===== config.mk =====
export PLATFORM = sky130hd
export DESIGN_NAME = spc_port_ctl
export DESIGN_NICKNAME = d
export VERILOG_FILES = /design/src/verilog/spc_pkg.sv /design/src/verilog/spc_port_ctl.sv
export SDC_FILE = /design/constraint.sdc
export NUM_CORES = 1
export LEC_CHECK = 0
export BUFFER_PORTS_ARGS = -buffer_cell sky130_fd_sc_hd__buf_4
export CORE_ASPECT_RATIO = 1.4
export CORE_MARGIN = 1
export CORE_UTILIZATION = 49
export DETAILED_ROUTE_END_ITERATION = 10
export GPL_TIMING_DRIVEN = 0
export PLACE_DENSITY = 0.82
export SKIP_CTS_REPAIR_TIMING = 1
export SYNTH_ARGS = -nofsm -noshare
export SYNTH_HDL_FRONTEND = slang
export SYNTH_SLANG_ARGS = --single-unit
export TNS_END_PERCENT = 50

===== constraint.sdc =====
create_clock -name pclk -period 2.1 [get_ports pclk]
set_input_delay 0.42 -clock pclk [delete_from_list [all_inputs] [get_ports pclk]]
set_output_delay 0.42 -clock pclk [all_outputs]
set_load 0.02 [all_outputs]

===== src/verilog/spc_pkg.sv =====
package spc_pkg;

    // ------------------------------------------------------------
    // register byte addresses
    // ------------------------------------------------------------
    localparam logic [11:0] OFF_GLOBAL_CTL = 12'h104;
    localparam logic [11:0] OFF_INT_STATUS = 12'h110;
    localparam logic [11:0] OFF_INT_ENABLE = 12'h114;
    localparam logic [11:0] OFF_COMMAND    = 12'h118;

    // ------------------------------------------------------------
    // field positions
    // ------------------------------------------------------------
    localparam int BIT_GIE   = 0;
    localparam int BIT_CPD   = 31;
    localparam int BIT_TFE   = 30;
    localparam int BIT_OVF   = 24;
    localparam int BIT_PRC   = 22;
    localparam int BIT_ILK   = 7;
    localparam int BIT_PCC   = 6;
    localparam int BIT_DPS   = 5;
    localparam int BIT_UFS   = 4;
    localparam int BIT_SDB   = 3;
    localparam int BIT_DSS   = 2;
    localparam int BIT_PSS   = 1;
    localparam int BIT_DHR   = 0;
    localparam int LSR_LSB   = 28;
    localparam int BIT_ASP   = 27;
    localparam int BIT_AGGRESSIVE_LINK_PM_ENABLE  = 26;
    localparam int BIT_LEDP  = 25;
    localparam int BIT_ATAPI = 24;
    localparam int BIT_ESP   = 21;

    // ------------------------------------------------------------
    // masks and reset values
    // ------------------------------------------------------------
    localparam logic [31:0] IE_WMASK      = 32'h41c0_00ff;
    localparam logic [31:0] IS_W1C_MASK   = 32'h0100_00af;
    localparam logic [3:0]  CMD_PM_MASK   = 4'hf;
    localparam logic [31:0] INT_EN_RST    = 32'h0000_0000;
    localparam logic [31:0] INT_ST_RST    = 32'h0000_0000;
    localparam logic [3:0]  CMD_BITS_RST  = 4'h0;

    // ------------------------------------------------------------
    // link state request codes and link states
    // ------------------------------------------------------------
    localparam logic [3:0] LSR_NOP     = 4'h0;
    localparam logic [3:0] LSR_ACTIVE  = 4'h1;
    localparam logic [3:0] LSR_PARTIAL = 4'h2;
    localparam logic [3:0] LSR_SLUMBER = 4'h6;

    localparam logic [1:0] LS_ACTIVE  = 2'h1;
    localparam logic [1:0] LS_PARTIAL = 2'h2;
    localparam logic [1:0] LS_SLUMBER = 2'h3;

    typedef enum logic [0:0] {
        LSM_IDLE = 1'b0,
        LSM_WAIT = 1'b1
    } spc_lsm_t;

endpackage : spc_pkg


===== src/verilog/spc_port_ctl.sv =====
//
// Contract
// - overflow sets w1c status bit 24
// - bit 22 mirrors diag phy ready change
// - interlock toggle sets bit 7, else zero
// - bit 6 mirrors diag exchange
// - flagged descriptor done sets bit 5
// - bit 4 set on post, cleared by diag
// - set-bits, dma-setup, d2h frames set bits 3,2,0
// - pio setup bit after frame and data
// - interrupt needs enable; status records regardless
// - taskfile error interrupt needs enable and global
// - interlock interrupt ignores global enable
// - unknown frame interrupt needs both enables
// - cold presence enable reads zero
// - request codes 6,2,1,0; others reserved
// - action done then field returns to 0
// - same-state request just returns to idle
// - refused request leaves link as is
// - aggressive pm enters slumber or partial
// - led on packet commands when enabled
// - atapi marking steers activity led
// - external port write-once, survives function reset
//
// The APB register port was chosen for this implementation.
module spc_port_ctl (
    input  wire logic        pclk,
    input  wire logic        presetn,
    input  wire logic [11:0] paddr,
    input  wire logic        psel,
    input  wire logic        penable,
    input  wire logic        pwrite,
    input  wire logic [31:0] pwdata,
    output logic      [31:0] prdata,
    output logic             pready,
    output logic             pslverr,
    input  wire logic        func_level_reset,
    input  wire logic        overflow_evt,
    input  wire logic        descriptor_done_evt,
    input  wire logic        set_bits_frame_evt,
    input  wire logic        dma_setup_frame_evt,
    input  wire logic        d2h_register_frame_evt,
    input  wire logic        pio_setup_copied_evt,
    input  wire logic        pio_data_done_evt,
    input  wire logic        unknown_frame_posted_evt,
    input  wire logic        diag_phy_ready_change,
    input  wire logic        diag_exchange,
    input  wire logic        diag_unknown_frame,
    input  wire logic        taskfile_status_error,
    input  wire logic        interlock_switch_pin,
    input  wire logic        interlock_support_cap,
    input  wire logic        external_support_cap,
    input  wire logic        cmd_issue_empty,
    input  wire logic        sata_active_empty,
    input  wire logic        cmd_active,
    input  wire logic [1:0]  cur_link_state,
    input  wire logic        link_done,
    input  wire logic        link_reject,
    output logic             port_irq,
    output logic             activity_led,
    output logic             link_req,
    output logic      [1:0]  link_req_state
);

    // --------------------
    // pin synchronisers
    // --------------------
    logic [2:0] sync1;
    logic [2:0] sync2;
    logic       ilk_last;

    always_ff @(posedge pclk or negedge presetn)
    begin
        if (!presetn)
        begin
            sync1    <= 3'h0;
            sync2    <= 3'h0;
            ilk_last <= 1'b0;
        end
        else
        begin
            sync1    <= {external_support_cap, interlock_support_cap, interlock_switch_pin};
            sync2    <= sync1;
            ilk_last <= sync2[0];
        end
    end

    wire ilk_cap   = sync2[1];
    wire ext_cap   = sync2[2];
    wire ilk_event = ilk_cap & (sync2[0] ^ ilk_last);

    // --------------------
    // apb decode
    // --------------------
    logic [31:0] int_enable;
    logic [31:0] int_status;
    logic        global_int_enable;
    logic        prc_q;
    logic        pcc_q;
    logic        ufs_q;
    logic        pio_pending;
    logic [3:0]  lsr;
    logic [3:0]  pm_bits;
    logic        external_port_flag;
    logic        esp_locked;
    spc_pkg::spc_lsm_t lsm;

    // one wait state: pready rises the cycle after the access phase begins
    wire acc     = psel & penable & ~pready;
    wire xfer    = psel & penable & pready;
    wire wr      = xfer & pwrite;
    wire hit_gc  = (paddr == spc_pkg::OFF_GLOBAL_CTL);
    wire hit_is  = (paddr == spc_pkg::OFF_INT_STATUS);
    wire hit_ie  = (paddr == spc_pkg::OFF_INT_ENABLE);
    wire hit_cmd = (paddr == spc_pkg::OFF_COMMAND);
    wire mapped  = hit_gc | hit_is | hit_ie | hit_cmd;
    wire wr_gc   = wr & hit_gc;
    wire wr_is   = wr & hit_is;
    wire wr_ie   = wr & hit_ie;
    wire wr_cmd  = wr & hit_cmd;

    // --------------------
    // status view
    // --------------------
    wire [31:0] mirror_bits = ({31'h0, prc_q} << spc_pkg::BIT_PRC)
                            | ({31'h0, pcc_q} << spc_pkg::BIT_PCC)
                            | ({31'h0, ufs_q} << spc_pkg::BIT_UFS);
    wire [31:0] status_view = int_status | mirror_bits;

    wire [31:0] ie_wmask = ilk_cap ? spc_pkg::IE_WMASK
                                   : (spc_pkg::IE_WMASK & ~(32'h1 << spc_pkg::BIT_ILK));

    wire [31:0] cmd_view = ({28'h0, lsr} << spc_pkg::LSR_LSB)
                         | ({28'h0, pm_bits} << spc_pkg::BIT_ATAPI)
                         | ({31'h0, external_port_flag} << spc_pkg::BIT_ESP);

    wire [31:0] rd_mux = hit_gc ? {31'h0, global_int_enable}
                       : hit_is ? status_view
                       : hit_ie ? int_enable
                       : hit_cmd ? cmd_view
                       : 32'h0;

    always_ff @(posedge pclk or negedge presetn)
    begin
        if (!presetn)
        begin
            pready  <= 1'b0;
            pslverr <= 1'b0;
            prdata  <= 32'h0;
        end
        else
        begin
            pready  <= acc;
            pslverr <= acc & ~mapped;
            prdata  <= acc ? rd_mux : 32'h0;
        end
    end

    // --------------------
    // enables and global enable
    // --------------------
    always_ff @(posedge pclk or negedge presetn)
    begin
        if (!presetn)
        begin
            int_enable        <= spc_pkg::INT_EN_RST;
            global_int_enable <= 1'b0;
        end
        else if (func_level_reset)
        begin
            int_enable        <= spc_pkg::INT_EN_RST;
            global_int_enable <= 1'b0;
        end
        else
        begin
            if (wr_ie)
                int_enable <= pwdata & ie_wmask;
            if (wr_gc)
                global_int_enable <= pwdata[spc_pkg::BIT_GIE];
        end
    end

    // --------------------
    // sticky status
    // --------------------
    wire pss_set = pio_data_done_evt & (pio_pending | pio_setup_copied_evt);

    wire [31:0] set_vec = ({31'h0, overflow_evt} << spc_pkg::BIT_OVF)
                        | ({31'h0, ilk_event} << spc_pkg::BIT_ILK)
                        | ({31'h0, descriptor_done_evt} << spc_pkg::BIT_DPS)
                        | ({31'h0, set_bits_frame_evt} << spc_pkg::BIT_SDB)
                        | ({31'h0, dma_setup_frame_evt} << spc_pkg::BIT_DSS)
                        | ({31'h0, pss_set} << spc_pkg::BIT_PSS)
                        | ({31'h0, d2h_register_frame_evt} << spc_pkg::BIT_DHR);
    wire [31:0] clr_vec = wr_is ? (pwdata & spc_pkg::IS_W1C_MASK) : 32'h0;

    // set wins over a clear in the same cycle; bit 7 held low without interlock
    wire [31:0] ilk_keep = ilk_cap ? 32'hffff_ffff : ~(32'h1 << spc_pkg::BIT_ILK);
    wire [31:0] next_status = ((int_status & ~clr_vec) | set_vec) & ilk_keep;

    always_ff @(posedge pclk or negedge presetn)
    begin
        if (!presetn)
        begin
            int_status  <= spc_pkg::INT_ST_RST;
            pio_pending <= 1'b0;
        end
        else if (func_level_reset)
        begin
            int_status  <= spc_pkg::INT_ST_RST;
            pio_pending <= 1'b0;
        end
        else
        begin
            int_status  <= next_status;
            pio_pending <= (pio_pending | pio_setup_copied_evt) & ~pio_data_done_evt;
        end
    end

    // mirrors follow the diagnostic bits; unknown frame waits for the post
    always_ff @(posedge pclk or negedge presetn)
    begin
        if (!presetn)
        begin
            prc_q <= 1'b0;
            pcc_q <= 1'b0;
            ufs_q <= 1'b0;
        end
        else
        begin
            prc_q <= diag_phy_ready_change;
            pcc_q <= diag_exchange;
            ufs_q <= diag_unknown_frame & (ufs_q | unknown_frame_posted_evt);
        end
    end

    // --------------------
    // interrupt request
    // --------------------
    wire [31:0] gated_src = status_view & int_enable & ~(32'h1 << spc_pkg::BIT_ILK);
    wire tfe_term  = int_enable[spc_pkg::BIT_TFE] & taskfile_status_error;
    wire ilk_term  = int_enable[spc_pkg::BIT_ILK] & int_status[spc_pkg::BIT_ILK];
    wire next_irq  = (global_int_enable & ((|gated_src) | tfe_term)) | ilk_term;

    always_ff @(posedge pclk or negedge presetn)
    begin
        if (!presetn)
            port_irq <= 1'b0;
        else
            port_irq <= next_irq;
    end

    // --------------------
    // command register
    // --------------------
    wire [3:0] wr_lsr    = pwdata[spc_pkg::LSR_LSB +: 4];
    wire       lsr_legal = (wr_lsr == spc_pkg::LSR_ACTIVE) | (wr_lsr == spc_pkg::LSR_PARTIAL)
                         | (wr_lsr == spc_pkg::LSR_SLUMBER);
    // a new code is only taken while the field reads idle
    wire       lsr_load  = wr_cmd & lsr_legal & (lsr == spc_pkg::LSR_NOP);
    logic      lsr_clear;

    always_ff @(posedge pclk or negedge presetn)
    begin
        if (!presetn)
        begin
            lsr     <= spc_pkg::LSR_NOP;
            pm_bits <= spc_pkg::CMD_BITS_RST;
        end
        else if (func_level_reset)
        begin
            lsr     <= spc_pkg::LSR_NOP;
            pm_bits <= spc_pkg::CMD_BITS_RST;
        end
        else
        begin
            if (lsr_clear)
                lsr <= spc_pkg::LSR_NOP;
            else if (lsr_load)
                lsr <= wr_lsr;
            if (wr_cmd)
                pm_bits <= pwdata[spc_pkg::BIT_ATAPI +: 4] & spc_pkg::CMD_PM_MASK;
        end
    end

    // not touched by function level reset
    always_ff @(posedge pclk or negedge presetn)
    begin
        if (!presetn)
        begin
            external_port_flag <= 1'b0;
            esp_locked         <= 1'b0;
        end
        else if (wr_cmd && !esp_locked)
        begin
            external_port_flag <= pwdata[spc_pkg::BIT_ESP] & ext_cap;
            esp_locked         <= 1'b1;
        end
    end

    wire aggressive_deep_select   = pm_bits[spc_pkg::BIT_ASP - spc_pkg::BIT_ATAPI];
    wire aggressive_link_pm_enable  = pm_bits[spc_pkg::BIT_AGGRESSIVE_LINK_PM_ENABLE - spc_pkg::BIT_ATAPI];
    wire ledp  = pm_bits[spc_pkg::BIT_LEDP - spc_pkg::BIT_ATAPI];
    wire atapi = pm_bits[0];

    // --------------------
    // link power sequencer
    // --------------------
    logic idle_last;
    wire  cmds_idle  = cmd_issue_empty & sata_active_empty;
    wire  idle_rise  = cmds_idle & ~idle_last;
    wire [1:0] lsr_target = (lsr == spc_pkg::LSR_SLUMBER) ? spc_pkg::LS_SLUMBER
                          : (lsr == spc_pkg::LSR_PARTIAL) ? spc_pkg::LS_PARTIAL
                          : spc_pkg::LS_ACTIVE;
    wire [1:0] aggr_target = aggressive_deep_select ? spc_pkg::LS_SLUMBER : spc_pkg::LS_PARTIAL;
    wire  sw_req     = (lsm == spc_pkg::LSM_IDLE) & (lsr != spc_pkg::LSR_NOP);
    wire  same_state = sw_req & (lsr_target == cur_link_state);
    wire  aggr_req   = (lsm == spc_pkg::LSM_IDLE) & (lsr == spc_pkg::LSR_NOP) & aggressive_link_pm_enable & idle_rise
                     & (cur_link_state == spc_pkg::LS_ACTIVE);
    wire  wait_end   = (lsm == spc_pkg::LSM_WAIT) & (link_done | link_reject);
    spc_pkg::spc_lsm_t next_lsm;

    assign lsr_clear = same_state | wait_end;

    always_comb
    begin
        next_lsm = lsm;
        unique case (lsm)
            spc_pkg::LSM_IDLE:
                if ((sw_req && !same_state) || aggr_req)
                    next_lsm = spc_pkg::LSM_WAIT;
            spc_pkg::LSM_WAIT:
                if (link_done || link_reject)
                    next_lsm = spc_pkg::LSM_IDLE;
        endcase
    end

    // a refusal needs no undo: the request is just withdrawn
    always_ff @(posedge pclk or negedge presetn)
    begin
        if (!presetn)
        begin
            lsm            <= spc_pkg::LSM_IDLE;
            link_req       <= 1'b0;
            link_req_state <= spc_pkg::LS_ACTIVE;
            idle_last      <= 1'b0;
        end
        else
        begin
            lsm       <= next_lsm;
            idle_last <= cmds_idle;
            if (lsm == spc_pkg::LSM_IDLE && next_lsm == spc_pkg::LSM_WAIT)
            begin
                link_req       <= 1'b1;
                link_req_state <= sw_req ? lsr_target : aggr_target;
            end
            else if (wait_end)
                link_req <= 1'b0;
        end
    end

    // --------------------
    // activity led
    // --------------------
    wire next_led = cmd_active & (~atapi | ledp);

    always_ff @(posedge pclk or negedge presetn)
    begin
        if (!presetn)
            activity_led <= 1'b0;
        else
            activity_led <= next_led;
    end
endmodule : spc_port_ctl


==> summary.txt <==
Outcome
  – Status: complete, no violations

Placement
  – Placed Instances: ~460
  – Buffers added on ports: 94
  – Post-detailed-placement half-perimeter wirelength: between 5000 and 6000 um
  – Routability cong.: ~0.8
  – Dpl cell area: roughly 3800 um^2

Setup path
  – Stage delay of the slowest cell on the critical path: approximately 560 ps
  – Buffers and inverters on the worst path: 2
  – Class of the most critical setup path: in -> reg
  – Startpoint Class: input port
  – CP Data Arrival Time: approximately 2200 ps
  – Standard cell with the maximum stage delay on the critical path: or4b_4
  – Data required time at the worst endpoint: 2310 ps
  – Setup crit end kind: register
  – Cell class contributing the biggest share of worst-path delay: simple AND/OR/NAND/NOR gates
  – Largest driver fanout on the critical path: 10
  – Ordered cell list for the critical path: buf_4, or4b_4, nor4b_4, buf_6, nand3_1, a21oi_1, nor2_1

Cells and area
  – Layout cells sized above 1: 32.7%
  – Post-route non-filler standard cell count: 474
  – # diodes: 0
  – Number of nets in the finished design: between 400 and 500
  – Utilization of the core after routing: about two thirds
  – Leading cell types in the layout, fill and taps excluded: buf_4 (106), dfrtp_1 (69), nand2_1 (40)
  – Final design instance area without fill: between 4000 and 5000 um^2
  – Most common library cell in the layout ignoring fill and taps: buf_4
  – Fillcell total: 468
  – Layout overhead on the synthesized area: 33.2%

Timing
  – Actual slew at the worst max-slew pin: a little under 900 ps
  – RSZ-0062 raised after global routing: false
  – # setup viols final: 0
  – Final Hold Vio Count: 0
  – Normalized max-slew margin: between 40 and 50%
  – FMAX: between 0.5 and 0.6 GHz
  – Final hold slack: between 150 and 200 ps
  – Final number of max-transition violations: 0
  – Skew final: 9.88 ps
  – Period Utilization, post-route: between 90 and 100%
  – Crit path time final: around 2000 ps

Clock network
  – TritonCTS clock tree: done
  – Clock transition time at the flip-flop clock pins of the worst setup and hold paths: around 70 ps
  – Clk_lat worst skew: about 340 ps
  – CTS H-tree depth: 3
  – Largest buffer count on any clock path: 2
  – CTS Buf Count: 9
  – CTS sink count: 70
  – Root Buffer Master: clkbuf_8

Detailed routing
  – Avg WL per Cell: around 15 um
  – Remaining design rule violation count: 0
  – First-iteration detailed-routing DRC count: 206
  – Routed vias/inst: about 5.4
  – Final wirelength: 7220 um
  – Final ANT Viol Nets: 0
  – Via count: roughly 2500
  – Detailed Routing Iterations Pass 1: 4

Yosys
  – Number of warnings reported in the yosys synthesis log: 0
  – Net count of the mapped netlist: ~370
  – Synth top area share: between 50% and 60%
  – Sequential share of the synthesized area: approximately 58%
  – Average instance area after synthesis: around 10 um^2
  – Primary FF master, synth: dfrtp_1
  – #FFs+latches synth: 70
  – Async S/R FF share, synth: 100%
  – Cell taking the most area after synthesis: dfrtp_1
  – Area of the mapped netlist: between 3000 and 4000 um^2
  – Top cells by area in the synthesized netlist: dfrtp_1 (57%), nand2_1 (4.9%), a21oi_1 (4.6%)
  – Number of enable-type register cells in the synthesized netlist: 0
  – Distinct cell type count after synthesis: around 50
  – Number of instances in the synthesized netlist: around 300

GRT
  – Maximum number of pins on one net before global-route repair: ~70
  – All-Layer GR Usage: 24.5%
  – Final global-route overflow total: 0
  – Wire length of the first global-routing pass: about 11000 um
  – Vias in the first global route: ~2500
  – Number of antenna violations at the first check in global routing: 0

Pwr
  – Final Total Pwr: 2.86 mW
  – Power per cell area: just over 700 nW/um^2
  – Internal Pwr Total: around 2.2 mW
  – Combinational share of power: 9.9%
  – Peak ir drop on the vdd network: between 0.5 and 0.6 mV
  – Fraction of power spent switching nets: ~23%
  – Reg power frac: roughly half
  – Fraction of power consumed by the clock network: around 41%
  – Total net switching power: ~650 uW
  – Pleak: 1.90 nW

Floorplan
  – Starting Density: 51.5%
  – Overall die width: around 69 um
  – Die span in y: approximately 95 um
  – Core area: slightly below 6000 um^2
  – IO Count: about 110
  – Die area: approximately 6500 um^2
  – Number of core rows: 33

Min path
  – Worst min-delay path category: in -> async

Job
  – # Max-Cap Violations: 0
-- power groups by stage --
stage | combinational, mW | sequential (mW) | clock (mW)
final | 0.283 | 1.41 | 1.18
after global routing | 0.314 | 1.41 | 1.25
after CTS | 0.287 | 1.40 | 1.19
after detailed placement | 0.286 | 1.43 | 0
after global placement | 0.278 | 1.43 | 0
after floorplan | 0.0994 | 1.44 | 0
-- final cells by class --
| cell class | instances | area [um^2] | share of cell area, % |
|---|---|---|---|
| Clock buffer | 12 | 145 | 3.58 |
| Clock inverter | 4 | 70.1 | 1.73 |
| Sequential cell | 70 | 1750 | 43.3 |
| Buffer | 23 | 141 | 3.49 |
| Inverter | 11 | 41.3 | 1.02 |
| Timing Repair Buffer | 94 | 706 | 17.4 |
| Multi-Input combinational cell | 190 | 1100 | 27.3 |
| Tap cell | 70 | 87.6 | 2.16 |
-- worst register-to-register path: cells and delay by family (launching register included) --
family | cells | cell delay (ps)
AOI/OAI and AO/OA | 2 | 350
muxes | 1 | 340
and+or+nand+nor | 2 | 660
DFF | 1 | 420
-- logic make-up (layout without fill, tap and decap cells) --
kind of cell,count (synthesis),count (layout),share of synthesized area (%)
AND/OR/NAND/NOR,121,121,20.6
buffers and inverters,34,144,6.01
XOR/XNOR,4,4,1.15
AO/OA/AOI/OAI,51,51,10.2
flip-flops,70,70,57.7
multiplexers,13,13,4.32
other,1,1,0.123
-- stage by stage --
stage / setup TNS, ps / setup slack [ps]
2_1_floorplan: 0 / 151
3_3_place_gp: -3100 / -224
3_5_place_dp: -2940 / -196
4_1_cts: 0 / 154
5_1_grt: 0 / 4.85
6_report: 0 / 141
-- flip-flops by register name, indices dropped and copies added (netlist names), 2 cells and up --
register and flops:
prdata 20, lsr 4, link_req_state 2, sync2 3
sync1 3, int_enable 12, pm_bits 4, int_status 7
-- cell usage after synthesis, drive strengths merged, types with 2 or more instances --
master / instances
a22o: 2
nor4: 7
nand2b: 3
dfrtp: 69
xnor2: 3
clkbuf: 8
and2: 4
mux2i: 12
o31ai: 2
nor3: 6
nand2: 40
or4b: 2
or3: 2
nand4: 5
nor3b: 3
o21ai: 4
nor4b: 4
buf: 15
or2: 3
inv: 11
a21oi: 28
nor2: 30
a31oi: 3
nand3: 10
a22oi: 3
-- layer usage --
layer	GRT usage [%]	wire, um	share of wire, %	up-vias
met5	0	0	0	-
met4	10.6	144	2.0	0
met3	6.94	573	7.9	15
met2	42.7	3750	52	108
met1	27.0	2750	38	1195
li1	-	-	-	1218
-- final timing paths --
check,startpoint,to,slack (ps),cells after the start
worst max-delay path,paddr[9],int_status[3],140,7
worst min-delay path,presetn,link_req,160,1
worst max register to register,lsr[0],link_req_state[0],270,5
worst min register to register,sync1[1],sync2[1],350,0
max in group asynchronous,presetn,ilk_last,1340,1
min in group pclk,diag_phy_ready_change,prc_q,180,1
No activity file was read; power rests on OpenSTA's default activity.
